### config.mk
export PLATFORM = sky130hd
export DESIGN_NAME = udr_host_ctrl
export DESIGN_NICKNAME = d
export VERILOG_FILES = /design/src/common/udr_pkg.sv /design/src/rtl/udr_host_ctrl.sv
export SDC_FILE = /design/constraint.sdc
export NUM_CORES = 1
export LEC_CHECK = 0
export BUFFER_PORTS_ARGS = -buffer_cell sky130_fd_sc_hd__buf_4
export CAP_MARGIN = 40
export CORE_UTILIZATION = 50
export CTS_BUF_LIST = sky130_fd_sc_hd__clkbuf_8
export CTS_CLUSTER_SIZE = 20
export DETAILED_ROUTE_END_ITERATION = 8
export PLACE_DENSITY = 0.68
export SETUP_SLACK_MARGIN = 0.1
export SYNTH_ARGS = -nofsm -noshare
export SYNTH_HDL_FRONTEND = slang
export SYNTH_SLANG_ARGS = --single-unit
### constraint.sdc
create_clock -name core_clk -period 8.2 [get_ports core_clk]
set_clock_uncertainty 0.1 [all_clocks]
set_input_delay 1.64 -clock core_clk [delete_from_list [all_inputs] [get_ports core_clk]]
set_output_delay 1.64 -clock core_clk [all_outputs]
set_load 0.05 [all_outputs]
### src/common/udr_pkg.sv
// udr_pkg: register map, field positions and command types for the dual-role controller's driver
// assumes a 32-bit word register port on the device side, word addresses
package udr_pkg;
  localparam int unsigned ADDR_W = 12;
  localparam int unsigned DATA_W = 32;
  // register word addresses of the device; layout arbitrary but fixed
  localparam logic [11:0] USB_CONFIG_REG = 12'h003;
  localparam logic [11:0] GLOBAL_IRQ_STATUS_REG = 12'h005;
  localparam logic [11:0] GLOBAL_IRQ_MASK_REG = 12'h006;
  localparam logic [11:0] RESET_CONTROL_REG = 12'h004;
  localparam logic [11:0] GLOBAL_CORE_CFG_REG = 12'h00e;
  localparam logic [11:0] GLOBAL_AHB_CFG_REG = 12'h002;
  localparam logic [11:0] RX_FIFO_SIZE_REG = 12'h009;
  localparam logic [11:0] TX0_FIFO_SIZE_REG = 12'h00a;
  localparam logic [11:0] PERIODIC_FIFO_SIZE_REG = 12'h040;
  localparam logic [11:0] IN_TX_FIFO_BASE_REG = 12'h041;
  localparam logic [11:0] POWER_CLOCK_GATE_REG = 12'h380;
  // field positions
  localparam int unsigned FORCE_HOST_ROLE_BIT = 29;
  localparam int unsigned FORCE_DEVICE_ROLE_BIT = 30;
  localparam int unsigned CURRENT_ROLE_BIT = 0;
  localparam int unsigned RX_FIFO_FLUSH_BIT = 4;
  localparam int unsigned TX_FIFO_FLUSH_BIT = 5;
  localparam int unsigned TX_FIFO_SELECT_LSB = 6;
  localparam int unsigned GLOBAL_IRQ_EN_BIT = 0;
  localparam int unsigned RX_LEVEL_IRQ_MASK_BIT = 4;
  localparam int unsigned OTG_IRQ_MASK_BIT = 2;
  localparam int unsigned MODE_MISMATCH_MASK_BIT = 1;
  localparam int unsigned PHY_LOW_POWER_BIT = 17;
  localparam int unsigned TRANSCEIVER_POWER_ON_BIT = 16;
  localparam int unsigned FRAME_PULSE_OUT_EN_BIT = 20;
  localparam int unsigned STOP_PHY_CLOCK_BIT = 0;
  localparam int unsigned DEPTH_LSB = 16;
  // values
  localparam logic [4:0] TX_FIFO_SELECT_ALL = 5'h10;
  localparam logic [15:0] SRAM_WORDS = 16'h0140; // 1280 bytes
  localparam logic [15:0] SETUP_RESERVE_WORDS = 16'h000d;
  localparam logic [15:0] DEV_STATUS_WORDS = 16'h0001;
  localparam logic [15:0] HOST_STATUS_WORDS = 16'h0002;
  localparam logic [15:0] GLOBAL_NAK_WORDS = 16'h0001;
  localparam logic [2:0] IN_ENDPOINTS = 3'h3;
  localparam logic [2:0] OUT_ENDPOINTS = 3'h3;
  localparam logic [3:0] HOST_CHANNELS = 4'h8;
  localparam logic [15:0] TIMEOUT_TURNAROUND = 16'h1407; // arbitrary timing defaults
  localparam logic [15:0] POLL_LIMIT = 16'hffff;

  typedef enum logic [1:0] {UDR_OP_INIT, UDR_OP_ALLOC, UDR_OP_POWER, UDR_OP_NONE} udr_op_e;

  typedef struct packed {
    udr_op_e op;
    logic host_role;      // role to force and size for
    logic [15:0] max_pkt; // largest packet bytes
    logic [15:0] tx0_depth;
    logic [15:0] tx1_depth;
    logic [15:0] tx2_depth;
    logic [15:0] tx3_depth;
    logic low_power;
    logic stop_clock;
    logic frame_pulse_en;
  } udr_cmd_s;

  typedef struct packed {
    logic write;
    logic [11:0] addr;
    logic [31:0] wdata;
  } udr_bus_req_s;
endpackage : udr_pkg

### src/rtl/udr_host_ctrl.sv
// udr_host_ctrl: drives the dual-role controller's register port through init, fifo split and flush
// assumes the device answers each register access with rsp_valid, any number of cycles later
`timescale 1ns/1ns
`default_nettype none
// Notes on behaviour
// - system supplies 48MHz within 0.25 percent
// - bus clock above 30MHz when enabled
// - init: irq enable, levels, masks, timing
// - endpoints disabled and nakking before reallocation
// - rx fifo reserves 13 setup words
// - rx fifo reserves nak and disable words
// - rx fifo holds packet/4 plus 1
// - isochronous: two packet spaces recommended
// - each tx fifo at least packet size
// - rx lowest, tx fifos stacked above
// - select all tx, flush both fifos
// - nothing else until flush bits clear
// - host: channels off, fifos empty, flush
// - host rx: packet/4 plus 2 words
// - host periodic above nonperiodic fifo
module udr_host_ctrl (
  input wire logic core_clk, // system keeps this bus clock above 30MHz
  input wire logic rst,
  input wire logic cmd_valid,
  output logic cmd_ready,
  input wire udr_pkg::udr_cmd_s cmd,
  output logic done,
  output logic error,
  output logic current_role,
  output logic req_valid,
  input wire logic req_ready,
  output udr_pkg::udr_bus_req_s req,
  input wire logic rsp_valid,
  input wire logic [31:0] rsp_rdata
);
  typedef enum logic [3:0] {S_IDLE, S_ISSUE, S_WAIT, S_POLL, S_DONE} udr_state_e;
  localparam logic [3:0] LAST_INIT = 4'h5;
  localparam logic [3:0] LAST_ALLOC = 4'h6;
  localparam logic [3:0] LAST_HOST_ALLOC = 4'h4;
  localparam logic [3:0] LAST_POWER = 4'h2;

  udr_state_e state_reg;
  udr_pkg::udr_cmd_s cmd_reg;
  logic [3:0] step_reg;
  logic [15:0] poll_reg;
  logic [15:0] rx_depth;
  logic [15:0] pkt_words;
  logic [15:0] start1;
  logic [15:0] start2;
  logic [15:0] start3;
  logic [15:0] start4;
  logic [3:0] last_step;
  udr_pkg::udr_bus_req_s step_req;
  logic poll_step;
  // two-entry request buffer
  udr_pkg::udr_bus_req_s buf_mem [2];
  logic buf_wr_reg;
  logic buf_rd_reg;
  logic [1:0] buf_cnt_reg;
  logic push;
  logic pop;

  // rx depth from packet size plus status and reserved words
  always_comb begin
    pkt_words = cmd_reg.max_pkt >> 2;
    if (cmd_reg.host_role) begin
      rx_depth = 16'((pkt_words + udr_pkg::HOST_STATUS_WORDS) << 1);
    end else begin
      rx_depth = 16'(udr_pkg::SETUP_RESERVE_WORDS + udr_pkg::GLOBAL_NAK_WORDS
        + 16'(udr_pkg::OUT_ENDPOINTS) + ((pkt_words + udr_pkg::DEV_STATUS_WORDS) << 1));
    end
    start1 = 16'(rx_depth + cmd_reg.tx0_depth);
    start2 = 16'(start1 + cmd_reg.tx1_depth);
    start3 = 16'(start2 + cmd_reg.tx2_depth);
    start4 = 16'(start3 + cmd_reg.tx3_depth); // checked against sram size
  end

  always_comb begin
    case (cmd_reg.op)
      udr_pkg::UDR_OP_INIT: last_step = LAST_INIT;
      udr_pkg::UDR_OP_ALLOC: last_step = cmd_reg.host_role ? LAST_HOST_ALLOC : LAST_ALLOC;
      udr_pkg::UDR_OP_POWER: last_step = LAST_POWER;
      default: last_step = 4'h0;
    endcase
  end

  // per-step register access; step 5 of init is a read of role status
  always_comb begin
    step_req = '0;
    poll_step = 1'b0;
    case (cmd_reg.op)
      udr_pkg::UDR_OP_INIT: begin
        step_req.write = 1'b1;
        case (step_reg)
          4'h0: begin
            step_req.addr = udr_pkg::GLOBAL_AHB_CFG_REG;
            step_req.wdata[udr_pkg::GLOBAL_IRQ_EN_BIT] = 1'b1;
          end
          4'h1: step_req.addr = udr_pkg::GLOBAL_IRQ_MASK_REG; // rx level mask 0
          4'h2: begin
            step_req.addr = udr_pkg::USB_CONFIG_REG;
            step_req.wdata[15:0] = udr_pkg::TIMEOUT_TURNAROUND;
            step_req.wdata[udr_pkg::FORCE_HOST_ROLE_BIT] = cmd_reg.host_role;
            step_req.wdata[udr_pkg::FORCE_DEVICE_ROLE_BIT] = ~cmd_reg.host_role;
          end
          4'h3: begin
            step_req.addr = udr_pkg::GLOBAL_IRQ_MASK_REG;
            step_req.wdata[udr_pkg::OTG_IRQ_MASK_BIT] = 1'b1;
            step_req.wdata[udr_pkg::MODE_MISMATCH_MASK_BIT] = 1'b1;
          end
          4'h4: begin
            step_req.addr = udr_pkg::GLOBAL_CORE_CFG_REG;
            step_req.wdata[udr_pkg::TRANSCEIVER_POWER_ON_BIT] = 1'b1;
            step_req.wdata[udr_pkg::FRAME_PULSE_OUT_EN_BIT] = cmd_reg.frame_pulse_en;
          end
          default: begin
            step_req.write = 1'b0;
            step_req.addr = udr_pkg::GLOBAL_IRQ_STATUS_REG;
          end
        endcase
      end
      udr_pkg::UDR_OP_ALLOC: begin
        step_req.write = 1'b1;
        case (step_reg)
          4'h0: begin
            step_req.addr = udr_pkg::RX_FIFO_SIZE_REG;
            step_req.wdata[15:0] = rx_depth;
          end
          4'h1: step_req.addr = udr_pkg::TX0_FIFO_SIZE_REG;
          4'h2: step_req.addr = cmd_reg.host_role ? udr_pkg::PERIODIC_FIFO_SIZE_REG : udr_pkg::IN_TX_FIFO_BASE_REG;
          4'h3: step_req.addr = 12'(udr_pkg::IN_TX_FIFO_BASE_REG + 12'h001);
          4'h4: step_req.addr = 12'(udr_pkg::IN_TX_FIFO_BASE_REG + 12'h002);
          default: begin
            step_req.addr = udr_pkg::RESET_CONTROL_REG;
            step_req.wdata[udr_pkg::TX_FIFO_SELECT_LSB +: 5] = udr_pkg::TX_FIFO_SELECT_ALL;
            step_req.wdata[udr_pkg::TX_FIFO_FLUSH_BIT] = 1'b1;
            step_req.wdata[udr_pkg::RX_FIFO_FLUSH_BIT] = 1'b1;
          end
        endcase
        case (step_reg)
          4'h1: step_req.wdata = {cmd_reg.tx0_depth, rx_depth};
          4'h2: step_req.wdata = {cmd_reg.tx1_depth, start1};
          4'h3: step_req.wdata = {cmd_reg.tx2_depth, start2};
          4'h4: step_req.wdata = cmd_reg.host_role ? step_req.wdata : {cmd_reg.tx3_depth, start3};
          default: ;
        endcase
        if (step_reg == last_step) begin
          step_req.addr = udr_pkg::RESET_CONTROL_REG; // host poll step would otherwise read a tx size word
          step_req.write = 1'b0;
          step_req.wdata = '0;
          poll_step = 1'b1;
        end
        if (cmd_reg.host_role && step_reg == 4'h3) begin
          step_req.addr = udr_pkg::RESET_CONTROL_REG;
          step_req.wdata = '0;
          step_req.wdata[udr_pkg::TX_FIFO_SELECT_LSB +: 5] = udr_pkg::TX_FIFO_SELECT_ALL;
          step_req.wdata[udr_pkg::TX_FIFO_FLUSH_BIT] = 1'b1;
          step_req.wdata[udr_pkg::RX_FIFO_FLUSH_BIT] = 1'b1;
        end
        if (!cmd_reg.host_role && step_reg >= 4'h5 && step_reg < last_step) begin
          step_req.addr = udr_pkg::RESET_CONTROL_REG;
          step_req.wdata = '0;
          step_req.wdata[udr_pkg::TX_FIFO_SELECT_LSB +: 5] = udr_pkg::TX_FIFO_SELECT_ALL;
          step_req.wdata[udr_pkg::TX_FIFO_FLUSH_BIT] = 1'b1;
          step_req.wdata[udr_pkg::RX_FIFO_FLUSH_BIT] = 1'b1;
        end
      end
      udr_pkg::UDR_OP_POWER: begin
        step_req.write = 1'b1;
        case (step_reg)
          4'h0: begin
            step_req.addr = udr_pkg::GLOBAL_CORE_CFG_REG;
            step_req.wdata[udr_pkg::PHY_LOW_POWER_BIT] = cmd_reg.low_power;
            step_req.wdata[udr_pkg::TRANSCEIVER_POWER_ON_BIT] = 1'b1;
            step_req.wdata[udr_pkg::FRAME_PULSE_OUT_EN_BIT] = cmd_reg.frame_pulse_en;
          end
          4'h1: begin
            step_req.addr = udr_pkg::POWER_CLOCK_GATE_REG;
            step_req.wdata[udr_pkg::STOP_PHY_CLOCK_BIT] = cmd_reg.stop_clock;
          end
          default: begin
            step_req.write = 1'b0;
            step_req.addr = udr_pkg::GLOBAL_IRQ_STATUS_REG;
          end
        endcase
      end
      default: ;
    endcase
  end

  assign cmd_ready = (state_reg == S_IDLE);
  assign push = (state_reg == S_ISSUE) && (buf_cnt_reg != 2'h2);
  assign pop = req_valid && req_ready;
  assign req_valid = (buf_cnt_reg != 2'h0);
  assign req = buf_mem[buf_rd_reg];

  always_ff @(posedge core_clk or posedge rst) begin
    if (rst) begin
      buf_wr_reg <= 1'b0;
      buf_rd_reg <= 1'b0;
      buf_cnt_reg <= 2'h0;
    end else begin
      if (push) begin
        buf_wr_reg <= ~buf_wr_reg;
      end
      if (pop) begin
        buf_rd_reg <= ~buf_rd_reg;
      end
      buf_cnt_reg <= 2'(buf_cnt_reg + {1'b0, push} - {1'b0, pop});
    end
  end

  always_ff @(posedge core_clk) begin
    if (push) begin
      buf_mem[buf_wr_reg] <= step_req;
    end
  end

  // sequencer: one access at a time, waits for each answer
  always_ff @(posedge core_clk or posedge rst) begin
    if (rst) begin
      state_reg <= S_IDLE;
      step_reg <= 4'h0;
      poll_reg <= 16'h0000;
      cmd_reg <= '0;
      done <= 1'b0;
      error <= 1'b0;
    end else begin
      done <= 1'b0;
      case (state_reg)
        S_IDLE: begin
          if (cmd_valid && cmd.op != udr_pkg::UDR_OP_NONE) begin
            cmd_reg <= cmd; // caller keeps endpoints and channels off before alloc
            step_reg <= 4'h0;
            poll_reg <= 16'h0000;
            error <= 1'b0;
            state_reg <= S_ISSUE;
          end
        end
        S_ISSUE: begin
          if (push) begin
            state_reg <= poll_step ? S_POLL : S_WAIT;
          end
        end
        S_WAIT: begin
          if (rsp_valid) begin
            if (step_reg == 4'h0 && cmd_reg.op == udr_pkg::UDR_OP_ALLOC && start4 > udr_pkg::SRAM_WORDS) begin
              error <= 1'b1;
            end
            step_reg <= 4'(step_reg + 4'h1);
            state_reg <= (step_reg == last_step) ? S_DONE : S_ISSUE;
          end
        end
        S_POLL: begin
          if (rsp_valid) begin
            if (!rsp_rdata[udr_pkg::TX_FIFO_FLUSH_BIT] && !rsp_rdata[udr_pkg::RX_FIFO_FLUSH_BIT]) begin
              state_reg <= S_DONE;
            end else if (poll_reg == udr_pkg::POLL_LIMIT) begin
              error <= 1'b1;
              state_reg <= S_DONE;
            end else begin
              poll_reg <= 16'(poll_reg + 16'h0001);
              state_reg <= S_ISSUE;
            end
          end
        end
        S_DONE: begin
          done <= 1'b1;
          state_reg <= S_IDLE;
        end
        default: state_reg <= S_IDLE;
      endcase
    end
  end

  // role status captured from last status read
  always_ff @(posedge core_clk or posedge rst) begin
    if (rst) begin
      current_role <= 1'b0;
    end else if (state_reg == S_WAIT && rsp_valid && step_reg == last_step && !req_valid) begin
      current_role <= rsp_rdata[udr_pkg::CURRENT_ROLE_BIT];
    end
  end
endmodule : udr_host_ctrl
`default_nettype wire

**Word-level counts from Yosys, hierarchy flattened**

Memories as Yosys holds them, arrays and structs flattened.
Cells that the tools add are included.
Widths: inputs -> output; s select.

- Flip-flop bits (word level): 117
- Latch bits: 0
- Memory bits (writable): 90
- ROM bits: 0
- Word-level logic and storage cells: 157
- Memories: 1

Memories:

| name | depth | bits a word | read ports | clocked after memory_dff | wr ports | RTL line | text |
|---|---|---|---|---|---|---|---|
| buf_mem | 2 | 45 | 1 | 0 | 1 | udr_host_ctrl.sv:56 | `udr_pkg::udr_bus_req_s buf_mem [2];` |

- Add/sub/neg operators: 11
- $mul: 0
- Div/mod/pow operators: 0
- $lt $le $gt $ge: 3
- Eq/ne operators: 22
- Shift-type cells: 0
- Multiplexer cells: 65
- Bitwise logic cells: 3
- Reduce and logical (&&, ||, !) cells: 33

Operators by type and width:

| kind | number |
|---|---|
| $pmux 32 s4 | 1 |
| $mux 44 | 2 |
| $mux 16 | 5 |
| $add 16x16->16 | 4 |
| $mux 45 | 1 |
| $pmux 13 s3 | 1 |
| $pmux 7 s5 | 1 |
| $mux 32 | 1 |
| $pmux 16 s2 | 1 |
| $pmux 4 s4 | 2 |
| $pmux 15 s2 | 1 |
| $mux 4 | 7 |
| $mux 1 | 21 |
| $pmux 10 s2 | 1 |
| $ne 2x2->1 const B | 9 |
| $add 16x1->16 const B | 1 |
| $add 5x16->16 const A | 1 |
| $eq 16x16->1 const B | 1 |
| $eq 4x2->1 const B | 4 |
| $gt 16x9->1 const B | 1 |
| $add 14x1->15 const B | 1 |
| $add 14x2->15 const B | 1 |
| $pmux 7 s2 | 1 |
| $logic_and 1x1->1 | 12 |
| 34 further kinds | 56 |

**Depth between registers and ports, before layout**

Gate-level depths: netlist of run 1.

- Depth after elaboration: 12
- Mapped depth: 35
- Mapped depth without buffers: 33

**Worst setup path before layout of run 1**

Ideal clock, no wire load.

- Kind: register to register
- Start: register cmd_reg[83] (netlist name)
- End: register error
- Arrival time: 6.283 ns
- Data required time: 7.963 ns
- Setup slack: 1.680 ns
- Stages on the path, launching flop included: 33
- Cell sequence: dfrtp_1 -> clkbuf_1 -> clkbuf_1 -> clkbuf_1 -> nor2_1 -> a21o_1 -> inv_1 -> ha_1 -> nor2b_1 -> o21ai_0 -> a21boi_0 -> o21a_1 -> o31ai_1 -> o21ai_0 -> xor2_1 -> ha_1 -> clkbuf_1 -> inv_1 -> o22ai_1 -> a2111oi_0 -> or2_2 -> xnor2_1 -> ha_1 -> nand4_1 -> o31ai_1 -> xor2_1 -> ha_1 -> a21oi_1 -> o21ai_0 -> a311oi_1 -> o211ai_1 -> nor4_1 -> a211oi_2

- Cells in the longest elaborated chain, start to end: 9

RTL lines:

| what | RTL line | text |
|---|---|---|
| start, declared | udr_host_ctrl.sv:43 | `udr_pkg::udr_cmd_s cmd_reg;` |
| start signal, assigned | udr_host_ctrl.sv:233 | `cmd_reg <= cmd;` |
| $mux 16 | udr_host_ctrl.sv:66 | `if (cmd_reg.host_role) begin` |
| $add 16x16->16 | udr_host_ctrl.sv:72 | `start1 = 16'(rx_depth + cmd_reg.tx0_depth);` |
| $add 16x16->16 | udr_host_ctrl.sv:73 | `start2 = 16'(start1 + cmd_reg.tx1_depth);` |
| $add 16x16->16 | udr_host_ctrl.sv:74 | `start3 = 16'(start2 + cmd_reg.tx2_depth);` |
| $add 16x16->16 | udr_host_ctrl.sv:75 | `start4 = 16'(start3 + cmd_reg.tx3_depth);` |
| $gt 16x9->1 | udr_host_ctrl.sv:247 | `if (step_reg == 4'h0 && cmd_reg.op == udr_pkg::UDR_OP_ALLOC && start4 > udr_pkg::SRAM_WORDS) begin` |
| $logic_and 1x1->1 | udr_host_ctrl.sv:247 |  |
| $ne 2x2->1 (no line) | - |  |
| $reduce_and 7->1 (no line) | - |  |
| end signal, assigned | udr_host_ctrl.sv:236 | `error <= 1'b0;` |
| end signal, assigned | udr_host_ctrl.sv:248 | `error <= 1'b1;` |
| end signal, assigned | udr_host_ctrl.sv:259 | `error <= 1'b1;` |
| end, declared | udr_host_ctrl.sv:28 | `output logic error,` |

No other way between the ends.
A chain may end at the register's enable or synchronous reset.

**Final worst setup path of run 1**

- Start: register cmd_reg[70] (netlist name)
- End: register error

- Cells in the longest elaborated chain, start to end: 11
- Elaborated cells on any way between the ends: 12

RTL lines:

| what | RTL line | text |
|---|---|---|
| $add 14x1->15 | udr_host_ctrl.sv:70 | `+ 16'(udr_pkg::OUT_ENDPOINTS) + ((pkt_words + udr_pkg::DEV_STATUS_WORDS) << 1));` |
| $add 5x16->16 | udr_host_ctrl.sv:70 |  |
| $mux 16 * | udr_host_ctrl.sv:66 |  |
| $add 16x16->16 * | udr_host_ctrl.sv:72 |  |
| $add 16x16->16 * | udr_host_ctrl.sv:73 |  |
| $add 16x16->16 * | udr_host_ctrl.sv:74 |  |
| $add 16x16->16 * | udr_host_ctrl.sv:75 |  |
| $gt 16x9->1 * | udr_host_ctrl.sv:247 |  |
| $logic_and 1x1->1 * | udr_host_ctrl.sv:247 |  |
| $ne 2x2->1 (no line) * | - |  |
| $reduce_and 7->1 (no line) * | - |  |

Every way passes the cells marked *; elsewhere a longest branch is shown, timed or not.

==> results.rst, run 1 <==
.. list-table::
   :header-rows: 1

   * - Metric
     - Value
   * - H-tree lvl count
     - 4
   * - Arrival time worst endpoint
     - 7.75 ns
   * - Number of flip-flops under the largest register name
     - 84
   * - Die X
     - 159.9 um
   * - Critical path data required time
     - 8.45 ns
   * - Top-Level Pins
     - approximately 170
   * - Post-detail-place hpwl
     - between 20000 and 25000 um
   * - Final period utilization
     - 0.9144
   * - Hold path startpoint
     - buf_cnt_reg[1]
   * - Cts-stage hold buffer count
     - 0
   * - Final routed DRC violation total
     - 8
   * - Outcome
     - finished, violations left
   * - Most common cell after layout, fill and taps aside
     - nand2_1
   * - Antenna violations before repair
     - 0
   * - Max incr delay on CP
     - around 0.50 ns
   * - Final Max Tran Viols
     - 0
   * - Maximum number of pins on one net before global-route repair
     - 79
   * - Via density per instance
     - between 5 and 6
   * - Diodes inserted
     - 0
   * - Std cell rows
     - between 50 and 60
   * - Routed WL per cell
     - between 15 and 20 um
   * - Sum of routed wire length over all layers
     - 33480 um
   * - Global-route wire length before repair
     - 53660 um
   * - Layout cells sized above 1
     - 0.1784
   * - CTS Root Buffer Type
     - clkbuf_8
   * - Area after DPL
     - between 10000 and 15000 um2
   * - Top area cells in the synthesized netlist
     - dfrtp_1 23%, edfxtp_1 19%, nand2_1 9.9%
   * - Placer's final routability congestion estimate
     - 1.003
   * - Launching point of the worst reg2reg path
     - cmd_reg[70]
   * - Number of endpoints with negative hold slack in the final report
     - 0
   * - Remaining number of nets flagged by the antenna check after routing
     - 0
   * - Final critical delay including setup and external delays
     - about 7.5 ns
   * - Clock tree from TritonCTS
     - yes
   * - Average cell area after synthesis
     - 9.157 um2
   * - End of the worst hold path
     - buf_cnt_reg[1]
   * - Yosys synthesis warning count
     - 0
   * - Violations in the final reports
     - design-rule violations
   * - FF-to-FF setup slack
     - about 0.7 ns
   * - Number of sinks on the clock net
     - roughly 190
   * - Global-route usage over all layers
     - 0.2679
   * - CTS buffer count
     - 17
   * - Synthesis-stage register bit count
     - about 190
   * - Count of mapped cells out of synthesis
     - around 1400
   * - Transition time at the pin with the least slew margin
     - about 0.86 ns
   * - Top library cells by usage in the layout, fill and taps aside
     - 329 x nand2_1, 161 x buf_4, 114 x dfrtp_1
   * - Worst Hold Path Cells
     - 1
   * - Worst setup EP type
     - flop
   * - Final instance area
     - 14330 um2
   * - Post-route setup TNS
     - 0 ns
   * - Count of flip-flops with a built-in enable after synthesis
     - 78
   * - Vias post-DR
     - about 11000
   * - Peak fanout along the critical path
     - 8
   * - Sequential share of the synthesized area
     - 0.4165
   * - Count of buffers from port buffering
     - 137
   * - Reported max-cap violation count
     - 0
   * - Clock-pin slew of the registers on the worst-case setup and hold paths
     - ~0.11 ns
   * - Clock latency of the later-clocked register in the worst-skew pair
     - about 0.48 ns
   * - Total congestion overflow after global routing
     - 0
   * - Number of unique standard cell types used by synthesis
     - between 70 and 80
   * - Syn-to-layout area delta
     - 14.89%
   * - Tightest slew margin relative to the limit
     - 0.4240
   * - Most used flip-flop cell after synthesis
     - dfrtp_1
   * - Violation count after the first detailed-routing iteration
     - 1087
   * - Die height
     - 159.9 um
   * - Syn Std Cell Area
     - 12470 um2
   * - Dominant cell type by area after synthesis
     - dfrtp_1
   * - Die Area
     - 25580 um2
   * - Terminus of the critical flop-to-flop path
     - error
   * - Final layout net count
     - 1689
   * - Path type of the worst setup path
     - reg2reg
   * - Library cell contributing the largest single delay on the critical path
     - dfrtp_1
   * - Achievable clock frequency
     - 133.4 MHz
   * - Startpoint class of the critical path
     - flop
   * - Buffers inserted during post-CTS setup optimization
     - 0
   * - Startpoint of the worst setup timing path
     - cmd_reg[70]
   * - Buffers from clock root to sink, at most
     - 2
   * - Starting density of the core
     - 0.5113
   * - Count of TritonRoute iterations in the first routing pass
     - 9
   * - Via count of the first global-routing pass
     - roughly 10000
   * - Area of the core
     - around 24000 um2
   * - Async set-reset flop share out of synthesis
     - 0.5938
   * - Logic depth of the worst register-to-register path
     - 32
   * - Final Setup Violations
     - 0
   * - HP Class
     - reg2reg
   * - RSZ-0062 raised after global routing
     - no
   * - Fraction of synthesized cell area taken by the top area cell type
     - 0.2287
==> final cells by class <==
| cell class | instances | area (um2) |
|---|---|---|
| fill | 2180 | 10060 |
| multi-input combinational | 1070 | 6898 |
| sequential | 192 | 5195 |
| timing repair buffer | 165 | 1289 |
| tap | 324 | 405.4 |
| clock buffer | 18 | 247.7 |
| clock inverter | 14 | 171.4 |
| inverter | 32 | 122.6 |
==> worst max-delay path, delay by kind of cell, from the launching register on <==
| family | cells | cell delay, ns |
|---|---|---|
| fa+ha+maj | 6 | 1.65 |
| flops | 1 | 0.50 |
| simple gates | 7 | 1.19 |
| compound gates | 12 | 2.73 |
| xor+xnor | 5 | 0.84 |
| buf+inv | 2 | 0.34 |
==> metal layers <==
metal | vias to the layer above | share of wire | global-route usage
li1 | 5106 | - | -
met1 | 4975 | 0.47 | 0.3989
met2 | 478 | 0.41 | 0.3895
met3 | 53 | 0.085 | 0.04078
met4 | 0 | 0.033 | 0.1061
met5 | - | 0 | 0
==> synth_stat cells, types with 9 or more instances <==
cell type  number
nand2_1       329
dfrtp_1       114
ha_1           84
a21oi_1        82
edfxtp_1       78
nor2_1         74
o21ai_0        60
clkbuf_1       47
xnor2_1        44
mux2_2         41
inv_1          32
xor2_1         31
a21o_1         20
a222oi_1       19
nand3_1        19
nor3_1         17
nand4_1        16
nand2b_1       15
nor2b_1        14
a31oi_1        13
o21a_1         13
and3_1         12
or3_1          12
o31ai_1        11
a211oi_1       10
and2_1          9
o22ai_1         9
==> worst max-delay path by stage <==
| stage | endpoint | slack (ns) | cells past startpoint |
|---|---|---|---|
| 5_1_grt | error | 0.14 | 33 |
| 3_5_place_dp | error | 0.58 | 33 |
| 3_3_place_gp | error | 0.60 | 33 |
| 6_report | error | 0.70 | 32 |
| 4_1_cts | error | 0.54 | 33 |
| 2_1_floorplan | error | 1.68 | 32 |
==> timing repair <==
item,in CTS,in global routing
hold endpoints to repair,0,0
endpoints found under the setup margin,0,1
resized for setup,0,5
==> cell families (layout without fill, tap and decap cells) <==
family          Yosys count  count (layout)  share of synthesized area
compound gates          316             316                     0.1719
xor+xnor                 77              77                    0.05578
fa+ha+maj                88              88                    0.09069
buf+inv                 103             229                    0.03481
flops                   192             192                     0.4165
mux                      43              43                    0.03862
other cells               1               4                  0.0003007
simple gates            542             542                     0.1914
==> metrics by stage <==
step | hold WS [ns] | worst slack [ns] | std cells | utilization
floorplan | 0.3454 | 1.680 | 1365 | -
global placement | 0.3746 | 0.5986 | 1779 | 0.5660
detailed placement | 0.3737 | 0.5848 | 1783 | 0.5693
CTS | 0.4003 | 0.5356 | 1815 | 0.5865
global route | 0.4448 | 0.1411 | 1815 | 0.5875
finish | 0.3953 | 0.7023 | 1815 | 0.5875
Power of run 1 is not shown: default switching activity piles up to over one toggle a cycle in this logic, so the estimate is an artifact.
==> inputs of run 2 (changes only) <==
Settings changed: BUFFER_PORTS_ARGS -buffer_cell sky130_fd_sc_hd__buf_4 to -buffer_cell sky130_fd_sc_hd__buf_2, GPL_ROUTABILITY_DRIVEN from default to 0.
==> run 2 against run 1 <==
Effect of this change: the run now ends clean; hold slack got worse by 0.019 ns; global-route usage fell by 0.69 points; critical path depth is 4 lower; sequential share of layout area rose by 1.1 points; non-clock buffer count fell by 7; flip-flop and latch count unchanged; critical endpoint unchanged; register-to-register slack lost 0.05 ns.
==> results.rst, run 2 (synthesis gave the netlist of run 1 again) <==
.. list-table::
   :header-rows: 1

   * - Metric
     - Value
   * - Number of sinks on the clock net
     - between 150 and 200
   * - Remaining number of nets flagged by the antenna check after routing
     - 0
   * - Violation count after the first detailed-routing iteration
     - between 900 and 1000
   * - Most common cell after layout, fill and taps aside
     - nand2_1
   * - CTS buffer count
     - 17
   * - CTS Root Buffer Type
     - clkbuf_8
   * - Vias post-DR
     - 10600
   * - Logic depth of the worst register-to-register path
     - 28
   * - Final Setup Violations
     - 0
   * - Starting density of the core
     - 0.5113
   * - Area of the core
     - 24390 um2
   * - Final period utilization
     - 0.9208
   * - Layout cells sized above 1
     - 0.1739
   * - Tightest slew margin relative to the limit
     - 0.4482
   * - Final routed DRC violation total
     - 0
   * - Wl on met1
     - approximately 15000 um
   * - Cell class contributing the biggest share of worst-path delay
     - compound AO/OA/AOI/OAI gates
   * - Achievable clock frequency
     - between 100 and 150 MHz
   * - HP Class
     - reg2reg
   * - Highest signal layer in the routed design
     - met4
   * - Maximum number of pins on one net before global-route repair
     - between 70 and 80
   * - Max incr delay on CP
     - around 0.45 ns
   * - Number of flip-flops under the largest register name
     - 84
   * - Multi-input gate area
     - between 6000 and 7000 um2
   * - Global-route usage over all layers
     - 0.2610
   * - Routed WL per cell
     - 18.18 um
   * - Die Area
     - about 26000 um2
   * - FILL cells
     - roughly 2200
   * - Count of TritonRoute iterations in the first routing pass
     - 8
   * - Diodes inserted
     - 0
   * - Antenna violations before repair
     - 0
   * - Top library cells by usage in the layout, fill and taps aside
     - 329 x nand2_1, 138 x buf_2, 114 x dfrtp_1
   * - Area taken by flip-flops and latches
     - 5195 um2
   * - Final critical delay including setup and external delays
     - approximately 7.6 ns
   * - Final Max Tran Viols
     - 0
   * - Critical path buffers and inverters
     - 1
   * - Std cell rows
     - 57
   * - Top-Level Pins
     - 173
   * - Terminus of the critical flop-to-flop path
     - error
   * - Die X
     - approximately 160 um
   * - Reported max-cap violation count
     - 0
   * - Syn-to-layout area delta
     - 11.37%
   * - Startpoint class of the critical path
     - flop
   * - Outcome
     - completed
   * - Via count of the first global-routing pass
     - 9831
   * - Final layout net count
     - approximately 1700
   * - Buffers inserted during post-CTS setup optimization
     - 0
   * - Library cell contributing the largest single delay on the critical path
     - dfrtp_1
   * - Via density per instance
     - between 5 and 6
   * - Peak fanout along the critical path
     - 8
   * - Number of endpoints with negative hold slack in the final report
     - 0
   * - Clock tree from TritonCTS
     - yes
   * - Hold path startpoint
     - buf_rd_reg
   * - Clock latency of the later-clocked register in the worst-skew pair
     - ~0.48 ns
   * - Buffers from clock root to sink, at most
     - 2
   * - Launching point of the worst reg2reg path
     - cmd_reg[70]
   * - Arrival time worst endpoint
     - approximately 7.8 ns
   * - Met2 WL post-DR
     - roughly 14000 um
   * - Post-detail-place hpwl
     - between 20000 and 25000 um
   * - Met3 routed wirelength
     - approximately 2900 um
   * - Count of buffers from port buffering
     - approximately 140
   * - RSZ-0062 raised after global routing
     - no
   * - Path type of the worst setup path
     - reg2reg
   * - Die height
     - 159.9 um
   * - Sum of routed wire length over all layers
     - around 33000 um
   * - Worst Hold Path Cells
     - 1
   * - H-tree lvl count
     - 4
   * - Worst path most repeated cell
     - ha_1
   * - FF-to-FF setup slack
     - ~0.65 ns
   * - Worst setup EP type
     - flop
   * - Total congestion overflow after global routing
     - 0
   * - Critical path data required time
     - between 8 and 9 ns
   * - End of the worst hold path
     - buf_rd_reg
   * - Global-route wire length before repair
     - 52450 um
   * - Transition time at the pin with the least slew margin
     - 0.8276 ns
   * - Post-route setup TNS
     - 0 ns
   * - Clock-pin slew of the registers on the worst-case setup and hold paths
     - 0.11 ns
run 2: changes by cell type in the layout (fill, tap and decap cells not counted), sizes merged:
cell / previous run / this run
buf: 165 / 158
clkbuf: 18 / 17
clkinv: 7 / 6
clkinvlp: 2 / 0
inv: 36 / 40
run 2: layer usage:
layer  vias up  track usage
met1      4984       0.4000
met4         0      0.09784
met3        48      0.03610
li1       5079            -
met5         -            0
met2       487       0.3715
run 2: final cells by class:
class	instances	share of cell area
multi-input cells	1070	0.4957
flip-flops and latches	192	0.3740
repair buffers	158	0.06198
well taps	324	0.02919
clock buffers	17	0.01685
clock inverters	15	0.01342
inverters	32	0.008828
run 2: worst max-delay path by stage:
| stage | start | end | slack, ns | cells past startpoint |
|---|---|---|---|---|
| after floorplan | cmd_reg[83] | error | 1.68 | 32 |
| after global placement | cmd_reg[70] | error | 0.64 | 30 |
| after detailed placement | cmd_reg[70] | error | 0.59 | 27 |
| after CTS | cmd_reg[70] | error | 0.55 | 30 |
| after global routing | cmd_reg[70] | error | 0.17 | 30 |
| final | cmd_reg[70] | error | 0.65 | 28 |
run 2: stage by stage:
stage	setup WS, ns	hold slack (ns)	util	std cells	area (um2)
after floorplan	1.680	0.3454	-	1365	12480
after global placement	0.6432	0.3591	0.5504	1774	13430
after detailed placement	0.5930	0.3618	0.5518	1776	13460
after CTS	0.5459	0.3829	0.5690	1808	13880
after global routing	0.1708	0.4106	0.5695	1808	13890
final	0.6498	0.3766	0.5695	1808	13890
run 2: timing repair:
action / in CTS / in global routing
endpoints found under the setup margin: 0 / 1
gates resized for setup: 0 / 3
hold buffers: 0 / 0
Power of run 2 is left out for the same reason.
==> inputs of run 3 (changes only) <==
Settings changed: CORE_MARGIN from default to 2.
==> run 3 against run 2 <==
Effect of this change: register-to-register slack got worse by 0.08 ns; sequential share of layout area rose by 0.066 points; non-clock buffer count increased by 1; global-route usage down 0.71 points; maximum frequency fell by 1.1%; die area grew 2.5%; clock-buffer cell count is the same; critical path type unchanged.
==> results.rst, run 3 (synthesis gave the netlist of run 1 again) <==
.. list-table::
   :header-rows: 1

   * - Metric
     - Value
   * - Diodes inserted
     - 0
   * - Final routed DRC violation total
     - 0
   * - Std cell rows
     - 57
   * - FF-to-FF setup slack
     - between 0.5 and 0.6 ns
   * - Maximum number of pins on one net before global-route repair
     - 79
   * - Peak fanout along the critical path
     - 7
   * - Area of the core
     - around 24000 um2
   * - Final period utilization
     - 0.9306
   * - Via density per instance
     - between 5 and 6
   * - Critical path buffers and inverters
     - 1
   * - CTS Root Buffer Type
     - clkbuf_8
   * - Top library cells by usage in the layout, fill and taps aside
     - 329 x nand2_1, 138 x buf_2, 113 x dfrtp_1
   * - Logic depth of the worst register-to-register path
     - 29
   * - Outcome
     - completed
   * - Clock latency of the later-clocked register in the worst-skew pair
     - approximately 0.48 ns
   * - Launching point of the worst reg2reg path
     - cmd_reg[70]
   * - RSZ-0062 raised after global routing
     - no
   * - Terminus of the critical flop-to-flop path
     - error
   * - Routed WL per cell
     - ~18 um
   * - Transition time at the pin with the least slew margin
     - a little over 0.8 ns
   * - Die X
     - between 150 and 200 um
   * - Cell class contributing the biggest share of worst-path delay
     - compound AO/OA/AOI/OAI gates
   * - Violation count after the first detailed-routing iteration
     - 900
   * - Remaining number of nets flagged by the antenna check after routing
     - 0
   * - Global-route usage over all layers
     - 0.2539
   * - Startpoint class of the critical path
     - flop
   * - Buffers from clock root to sink, at most
     - 2
   * - Count of buffers from port buffering
     - between 100 and 150
   * - Max incr delay on CP
     - ~0.54 ns
   * - Worst path most repeated cell
     - ha_1
   * - Final layout net count
     - around 1700
   * - Final Max Tran Viols
     - 0
   * - Buffers inserted during post-CTS setup optimization
     - 0
   * - Worst Hold Path Cells
     - 1
   * - Layout cells sized above 1
     - 0.1731
   * - Die height
     - roughly 160 um
   * - Post-route setup TNS
     - 0 ns
   * - Hold path startpoint
     - buf_rd_reg
   * - Starting density of the core
     - 0.5113
   * - Reported max-cap violation count
     - 0
   * - Total congestion overflow after global routing
     - 0
   * - Sum of routed wire length over all layers
     - 32540 um
   * - Post-detail-place hpwl
     - 24490 um
   * - Vias post-DR
     - 10450
   * - CTS buffer count
     - 17
   * - Top-Level Pins
     - 173
   * - Worst setup EP type
     - flop
   * - Achievable clock frequency
     - about 130 MHz
   * - HP Class
     - reg2reg
   * - Tightest slew margin relative to the limit
     - 0.4457
   * - Path type of the worst setup path
     - reg2reg
   * - Die Area
     - 26220 um2
   * - Clock tree from TritonCTS
     - yes
   * - Number of sinks on the clock net
     - approximately 190
   * - Via count of the first global-routing pass
     - between 9000 and 10000
   * - Global-route wire length before repair
     - between 50000 and 60000 um
   * - Final Setup Violations
     - 0
   * - Most common cell after layout, fill and taps aside
     - nand2_1
   * - Number of flip-flops under the largest register name
     - 84
   * - Antenna violations before repair
     - 0
   * - Final critical delay including setup and external delays
     - around 7.6 ns
   * - Clock-pin slew of the registers on the worst-case setup and hold paths
     - ~0.11 ns
   * - Arrival time worst endpoint
     - between 7 and 8 ns
   * - Syn-to-layout area delta
     - 11.20%
   * - End of the worst hold path
     - buf_rd_reg
   * - Number of endpoints with negative hold slack in the final report
     - 0
   * - H-tree lvl count
     - 4
   * - Count of TritonRoute iterations in the first routing pass
     - 8
   * - Critical path data required time
     - 8.44 ns
   * - Library cell contributing the largest single delay on the critical path
     - a2111oi_0
[run 3: cell count changes in the layout (fill, tap and decap cells not counted), sizes merged]
| cell | delta |
|---|---|
| clkinvlp | +2 |
| inv | -2 |
| buf | +1 |
| bufinv | -1 |
| clkinv | +1 |
[run 3: final cells by class]
type | instances | area (um2)
clock buffers | 17 | 234.0
clock inverters | 15 | 147.6
fillers | 2222 | 10520
inverters | 32 | 122.6
multi-input cells | 1070 | 6874
flip-flops and latches | 192 | 5196
well taps | 324 | 405.4
repair buffers | 159 | 888.4
[run 3: metal layers]
layer,track usage,share of wire,up-vias
met2,0.3799,0.43,423
met5,0,0,-
met3,0.04903,0.085,45
met4,0.07723,0.024,0
met1,0.3743,0.47,4888
li1,-,-,5094
[run 3: how the worst max path moves through the flow]
stage           startpoint  cells after the start  slack (ns)  endpoint
2_1_floorplan  cmd_reg[83]                     32        1.68     error
3_3_place_gp   cmd_reg[70]                     29        0.72     error
3_5_place_dp   cmd_reg[69]                     30        0.63     error
4_1_cts        cmd_reg[69]                     30        0.58     error
5_1_grt        cmd_reg[70]                     29        0.11     error
6_report       cmd_reg[70]                     29        0.57     error
[run 3: timing repair]
item                       CTS  global route
setup endpoints to repair    0             1
gates resized for setup      0             1
hold buffers                 0             0
[run 3: metrics by stage]
step | instance area (um2) | std cells | util | setup WS, ns | hold slack, ns
global route | 13870 | 1809 | 0.5686 | 0.1078 | 0.4153
global placement | 13430 | 1774 | 0.5504 | 0.7210 | 0.3597
CTS | 13870 | 1809 | 0.5685 | 0.5780 | 0.3858
floorplan | 12480 | 1365 | - | 1.680 | 0.3454
finish | 13870 | 1809 | 0.5686 | 0.5688 | 0.3806
detailed placement | 13490 | 1777 | 0.5529 | 0.6269 | 0.3665
Power of run 3 is left out for the same reason.
